===== src/hw/nibble_xor_defs.vh =====
`ifndef NIBBLE_XOR_DEFS_VH
`define NIBBLE_XOR_DEFS_VH
`define INSTR_W 14
`define DATA_W 8
`define FADDR_W 7
`define DEST_BIT 7
`define OP_SWAP_HI 6'h0E
`define OP_XORF_HI 6'h06
`define OP_TSTZ_HI 7'h11
`define OP_XORL_HI 6'h1F
`define ACC_RST 8'h00
`define ZFLAG_RST 1'b0
`define FILE_RST 8'h00
`define FILE_DEPTH 128
`endif


===== src/hw/file_reg_mem.v =====
`timescale 1ns/100ps
`include "nibble_xor_defs.vh"
module file_reg_mem #(
   parameter DW = 8,
   parameter AW = 7,
   parameter DEPTH = 128
) (
   input wire clk_i, // Core clock
   input wire arst_n_i, // Async reset, active low
   input wire [AW-1:0] raddr_i, // Read address
   output reg [DW-1:0] rdata_o, // Registered read data
   input wire we_i, // Write strobe
   input wire [AW-1:0] waddr_i, // Write address
   input wire [DW-1:0] wdata_i // Write data
);
   reg [DW-1:0] mem_r [0:DEPTH-1];
   integer k;
   always @(posedge clk_i or negedge arst_n_i) begin
      if (!arst_n_i) begin
         for (k = 0; k < DEPTH; k = k + 1) begin
            mem_r[k] <= `FILE_RST;
         end
         rdata_o <= `FILE_RST;
      end else begin
         if (we_i) begin
            mem_r[waddr_i] <= wdata_i;
         end
         rdata_o <= mem_r[raddr_i];
      end
   end
endmodule // file_reg_mem


===== src/hw/nibble_swap_xor_zero_test_exec.v =====
`timescale 1ns/100ps
`include "nibble_xor_defs.vh"
module nibble_swap_xor_zero_test_exec #(
   parameter IW = 14,
   parameter DW = 8,
   parameter AW = 7
) (
   input wire clk_i, // Core clock 50 MHz
   input wire arst_n_i, // Async reset, active low
   input wire instr_valid_i, // Instruction word valid
   input wire [IW-1:0] instr_i, // Instruction word
   output reg instr_ready_o, // Ready for next instruction
   output reg [DW-1:0] acc_o, // Working register
   output reg zero_flag_o, // Zero flag
   output reg done_o, // Instruction retired pulse
   output reg illegal_o // Unsupported opcode pulse
);
   localparam S_FETCH = 1'b0;
   localparam S_EXEC = 1'b1;
   localparam OP_NONE = 3'd0;
   localparam OP_SWAP = 3'd1;
   localparam OP_TSTZ = 3'd2;
   localparam OP_XORL = 3'd3;
   localparam OP_XORF = 3'd4;

   // Opcode pattern tests on the upper instruction bits
   function is_swap;
      input [IW-1:0] w;
      begin
         is_swap = (w[13:8] == `OP_SWAP_HI);
      end
   endfunction

   function is_tstz;
      input [IW-1:0] w;
      begin
         is_tstz = (w[13:7] == `OP_TSTZ_HI);
      end
   endfunction

   function is_xorl;
      input [IW-1:0] w;
      begin
         is_xorl = (w[13:8] == `OP_XORL_HI);
      end
   endfunction

   function is_xorf;
      input [IW-1:0] w;
      begin
         is_xorf = (w[13:8] == `OP_XORF_HI);
      end
   endfunction

   function [2:0] decode;
      input [IW-1:0] w;
      begin
         if (is_swap(w))
            decode = OP_SWAP;
         else if (is_tstz(w))
            decode = OP_TSTZ;
         else if (is_xorl(w))
            decode = OP_XORL;
         else if (is_xorf(w))
            decode = OP_XORF;
         else
            decode = OP_NONE;
      end
   endfunction

   // Zero detect shared by the test and both XOR forms
   function is_zero;
      input [DW-1:0] v;
      begin
         is_zero = (v == {DW{1'b0}});
      end
   endfunction

   reg state_r;
   reg state_nxt;
   reg [2:0] op_r;
   reg dest_r;
   reg [AW-1:0] faddr_r;
   reg [DW-1:0] lit_r;
   wire [DW-1:0] fdata;
   reg [DW-1:0] result;
   reg we;
   reg [DW-1:0] acc_nxt;
   reg z_nxt;
   wire take;
   wire [DW-1:0] swap_w;

   file_reg_mem #(
      .DW(DW),
      .AW(AW),
      .DEPTH(`FILE_DEPTH)
   ) u_file (
      .clk_i(clk_i),
      .arst_n_i(arst_n_i),
      .raddr_i(instr_i[AW-1:0]),
      .rdata_o(fdata),
      .we_i(we),
      .waddr_i(faddr_r),
      .wdata_i(result)
   );
   // Read is registered at the take edge, so an exec-edge write is seen next

   // Valid is ignored until ready is up, also in the cycle after reset
   assign take = instr_ready_o & instr_valid_i;

   // Each result bit takes the bit half a word away
   genvar g;
   generate
      for (g = 0; g < DW; g = g + 1) begin : g_swap
         assign swap_w[g] = fdata[(g + DW / 2) % DW];
      end
   endgenerate

   // Sequencer: one take cycle, one execute cycle
   always @* begin
      state_nxt = state_r;
      case (state_r)
         S_FETCH: begin
            if (take) begin
               state_nxt = S_EXEC;
            end
         end
         S_EXEC: begin
            state_nxt = S_FETCH;
         end
         default: begin
            state_nxt = S_FETCH;
         end
      endcase
   end

   // Datapath: result, destination and zero flag
   always @* begin
      result = {DW{1'b0}};
      we = 1'b0;
      acc_nxt = acc_o;
      z_nxt = zero_flag_o;
      if (state_r == S_EXEC) begin
         case (op_r)
            OP_SWAP: begin
               result = swap_w;
               if (dest_r) begin
                  we = 1'b1;
               end else begin
                  acc_nxt = result;
               end
            end
            OP_TSTZ: begin
               z_nxt = is_zero(fdata);
            end
            OP_XORL: begin
               result = acc_o ^ lit_r;
               acc_nxt = result;
               z_nxt = is_zero(result);
            end
            OP_XORF: begin
               result = acc_o ^ fdata;
               if (dest_r) begin
                  we = 1'b1;
               end else begin
                  acc_nxt = result;
               end
               z_nxt = is_zero(result);
            end
            default: begin
               result = {DW{1'b0}};
            end
         endcase
      end
   end

   // Sequencer state and handshake outputs
   always @(posedge clk_i or negedge arst_n_i) begin
      if (!arst_n_i) begin
         state_r <= S_FETCH;
         instr_ready_o <= 1'b0;
         done_o <= 1'b0;
         illegal_o <= 1'b0;
      end else begin
         state_r <= state_nxt;
         instr_ready_o <= (state_nxt == S_FETCH);
         done_o <= (state_r == S_EXEC);
         illegal_o <= (state_r == S_EXEC) && (op_r == OP_NONE);
      end
   end

   // Instruction fields held through the execute cycle
   always @(posedge clk_i or negedge arst_n_i) begin
      if (!arst_n_i) begin
         op_r <= OP_NONE;
         dest_r <= 1'b0;
         faddr_r <= {AW{1'b0}};
         lit_r <= {DW{1'b0}};
      end else if (take) begin
         op_r <= decode(instr_i);
         dest_r <= instr_i[`DEST_BIT];
         faddr_r <= instr_i[AW-1:0];
         lit_r <= instr_i[DW-1:0];
      end
   end

   // Working register and zero flag
   always @(posedge clk_i or negedge arst_n_i) begin
      if (!arst_n_i) begin
         acc_o <= `ACC_RST;
         zero_flag_o <= `ZFLAG_RST;
      end else begin
         acc_o <= acc_nxt;
         zero_flag_o <= z_nxt;
      end
   end
endmodule // nibble_swap_xor_zero_test_exec


===== config.mk =====
export PLATFORM = sky130hd
export DESIGN_NAME = nibble_swap_xor_zero_test_exec
export DESIGN_NICKNAME = d
export VERILOG_FILES = /design/src/hw/file_reg_mem.v /design/src/hw/nibble_swap_xor_zero_test_exec.v
export VERILOG_INCLUDE_DIRS = /design/src /design/src/hw
export SDC_FILE = /design/constraint.sdc
export NUM_CORES = 2
export LEC_CHECK = 0
export BUFFER_PORTS_ARGS = -buffer_cell sky130_fd_sc_hd__buf_2
export CORE_MARGIN = 3
export CORE_UTILIZATION = 43
export DETAILED_ROUTE_END_ITERATION = 10
export SLEW_MARGIN = 25
export SYNTH_ARGS = -nofsm -noshare
export SYNTH_HDL_FRONTEND = slang
export SYNTH_HIERARCHICAL = 1
export SYNTH_SLANG_ARGS = --single-unit

===== constraint.sdc =====
create_clock -name clk_i -period 7.35 [get_ports clk_i]
set_input_delay 0.735 -clock clk_i [delete_from_list [all_inputs] [get_ports clk_i]]
set_output_delay 0.735 -clock clk_i [all_outputs]
set_load 0.005 [all_outputs]

==> metrics.md <==
| Metric | Value |
|---|---|
| Outcome | `completed` |
| Endpoints failing setup | `0` |
| Hold slack | `approximately 0.11 ns` |
| Setup tns final | `0 ns` |
| Register-to-register setup slack | `3.60 ns` |
| Drt via density | `5.94` |
| VDD IR-drop max | `~0.19 mV` |
| Adder-cell share of the synthesized area | `0` |
| Number of fill cells in the layout | `9,216` |
| DRT iter0 DRCs | `around 2,100` |
| Async set or reset register ratio after synthesis | `1.00` |
| GRT met1 Usage | `0.317` |
| Synth Cell Area | `48,200 um^2` |
| Avg Inst Size Synth | `16.4 um^2` |
| Maximum clock frequency | `around 270 MHz` |
| Critical Path Fanout Max | `63` |
| FF/Latch Area | `26,400 um^2` |
| Largest net degree at the start of global routing | `179` |
| Min Tclk post-route | `about 3.8 ns` |
| Synth warnings | `6` |
| Worst endpoint required time | `7.97 ns` |
| GRT Util Overall | `0.220` |
| Fin crit share | `0.510` |
| Num rows | `122` |
| CP startpoint kind | `flop` |
| Routing usage on met2 | `0.351` |
| Worst-Skew Late Latency | `0.70 ns` |
| Crit end category | `flop` |
| Routed WL | `127,000 um` |
| Yosys reg bits | `1,056` |
| Simple-Gate Fraction of Synth Area | `0.0230` |
| TritonCTS clock tree | `done` |
| Area of the multi-input gates | `21,100 um^2` |
| CP Class | `reg -> reg` |
| Die width | `about 340 um` |
| Ys flop type | `dfrtp_1` |
| DR vias | `26,800` |
| DR pass1 iterations | `5` |
| WL per Instance | `approximately 28 um` |
| Post-synthesis mux area share | `0.402` |
| Share of layout cells above drive strength 1 | `0.560` |
| Int Pwr | `9.50 mW` |
| Die area | `between 100,000 and 150,000 um^2` |
| TritonCTS Sinks | `1,056` |
| Register share of total power | `0.481` |
| # hold bufs at CTS | `0` |
| Final ANT Viol Nets | `0` |
| H-tree depth | `3` |
| Clk pwr share | `0.484` |
| Combinational share of power | `0.035` |
| Root buf cell | `clkbuf_16` |
| Grt peak-use layer | `met2` |
| Compound-gate portion of the synthesized area | `0.00534` |
| Max Slew Vio Count | `0` |
| Syn_nets | `2,962` |
| Port bufs | `28` |
| Max transition margin | `0.263` |
| CTS Buf Count | `113` |
| Post-CTS sizing | `0` |
| Largest family of logic cells by synthesized area | `multiplexers` |
| Vias in the first global route | `28,700` |
| Io pins | `29` |
| First-pass GRT wire length | `192,000 um` |
| DRC Markers | `0` |
| Switching Fraction | `0.221` |
| Area Growth Syn to Fin | `12.0%` |
| Power Dens Cells | `226 nW/um^2` |
| Clock Skew | `0.0286 ns` |
| Cells after synthesis | `approximately 2,900` |
| Xor and xnor fraction of the mapped netlist area | `0.00327` |
| GR Util met3 | `0.0296` |
| Grt ovf | `0` |
| RSZ-0062 raised after global routing | `no` |
| Final Wtd Congestion | `0.835` |
| Net Switching | `around 2.7 mW` |
| CP arrival | `roughly 4.4 ns` |
| Die height | `341 um` |
| Dpl hpwl | `roughly 80,000 um` |
| Clock slew at reported path FFs | `0.06 ns` |
| Post-synth EDFFs | `0` |
| P_leak | `25.6 nW` |
| Initial antenna violation count | `10` |
| Layout Nets | `2,943` |
| Core region area | `111,000 um^2` |
| Post-CTS setup buffers | `0` |
| Number of distinct library cells after synthesis | `41` |
| Starting density of the core | `0.435` |
| Worst Tran Pin Value | `1.10 ns` |
| CTS max path bufs | `3` |
| Sequential area share after synthesis | `0.548` |
| Max Cap Viol | `0` |
| Worst min path class | `in -> async` |
| Final Hold Fails | `0` |
| Final Power | `between 10 and 15 mW` |
-- cells in the mapped netlist, types with 2 or more instances --
cell type  number  area share
nand4_1         3     0.00039
nor3b_1         2     0.00031
inv_1           3     0.00023
xor2_1          8      0.0015
clkbuf_1      176       0.014
nor4_2          5      0.0013
mux4_2        336        0.16
nor2_1         52      0.0040
nand3_1         6     0.00062
buf_4          10      0.0016
and2_1          7     0.00091
o211ai_1        8      0.0012
nor2b_1        14      0.0018
or2_2           5     0.00065
nand2_1        89      0.0069
or3_1           3     0.00039
buf_2          19      0.0020
nand2b_1        8      0.0010
buf_6           3     0.00070
mux2_2       1048        0.24
nor4_1          4     0.00052
buf_1          12     0.00093
dfrtp_1      1056        0.55
a221o_1         8      0.0017
xnor2_1        10      0.0018
nor3_2          2     0.00042
nor3_1         26      0.0027
o21ai_0         9     0.00093
-- worst paths after layout --
path                                         startpoint                       endpoint  cells after the start
min reg2reg                u_file/mem_r[24]$_DFFE_PN0P_   u_file/mem_r[24]$_DFFE_PN0P_                      1
min in group clk_i                          instr_i[13]            op_r[1]$_DFFE_PN0P_                      2
max                                 op_r[0]$_DFFE_PN0P_  u_file/mem_r[271]$_DFFE_PN0P_                      6
max in group asynchronous                      arst_n_i  u_file/mem_r[645]$_DFFE_PN0P_                      3
min                                            arst_n_i  u_file/mem_r[179]$_DFFE_PN0P_                      1
max reg2reg                         op_r[0]$_DFFE_PN0P_  u_file/mem_r[271]$_DFFE_PN0P_                      6
-- layout by cell type (no fill, tap or decap), types with 9 or more instances in the layout --
cell,n
buf_2,24
buf_4,45
bufinv_16,11
clkbuf_1,19
clkbuf_16,114
clkbuf_8,33
clkinv_2,21
dfrtp_1,1055
mux2_2,1048
mux4_2,336
nand2_1,89
nor2_1,48
nor2b_1,14
nor3_1,23
o21ai_4,9
xnor2_1,10
-- stage by stage --
stage	instances	cell area (um^2)	setup slack (ns)	util
6_report	4508	54000	3.60	0.487
5_1_grt	4506	54000	3.41	0.487
4_1_cts	4504	54000	3.26	0.486
3_5_place_dp	4297	50100	3.06	0.451
3_3_place_gp	4296	50000	3.05	0.450
2_1_floorplan	2945	48200	4.11	-
-- final cells by class --
cell class / count / area share
clock inverter: 41 / 0.00986
sequential: 1056 / 0.489
tap: 1488 / 0.0344
clock buffer: 166 / 0.0625
inverter: 3 / 0.000208
timing repair buffer: 86 / 0.0144
antenna: 2 / 0.0000926
multi-input combinational: 1666 / 0.389
-- metal layers --
metal,up-vias,part of all wire
met2,625,0.47
met1,14900,0.45
met3,195,0.045
met4,8,0.028
li1,11100,-
met5,-,0.00036
-- worst max-delay path, cell delays in order (launching register included) --
cell	delay, ns
dfrtp_2	0.61
nor3b_4	0.35
nand2_1	0.53
o21ai_4	0.59
buf_4	0.55
buf_4	0.61
mux2_2	0.27
-- cell families (layout without fill, tap and decap cells) --
family,count (synthesis),count (layout)
multiplexers,1384,1384
AO/OA/AOI/OAI,33,33
other,0,2
XOR/XNOR,18,18
buffers and inverters,223,296
AND/OR/NAND/NOR,231,231
flip-flops,1056,1056
-- power groups by stage --
stage	Sequential (mW)	Clock (mW)	Combinational, mW
after floorplan	5.94	0	0.228
after global placement	5.97	0	0.429
after detailed placement	5.97	0	0.440
after CTS	5.86	6.06	0.440
after global routing	5.86	6.30	0.470
final	5.86	5.90	0.428
-- state kept, by name, summed over array words and instances (netlist names) --
name            count
instr_ready_o       1
done_o              1
faddr_r             6
u_file/rdata_o      8
illegal_o           1
lit_r               1
state_r             1
dest_r              1
zero_flag_o         1
acc_o               8
op_r                3
u_file/mem_r     1024
(Power assumes the default switching activity.)
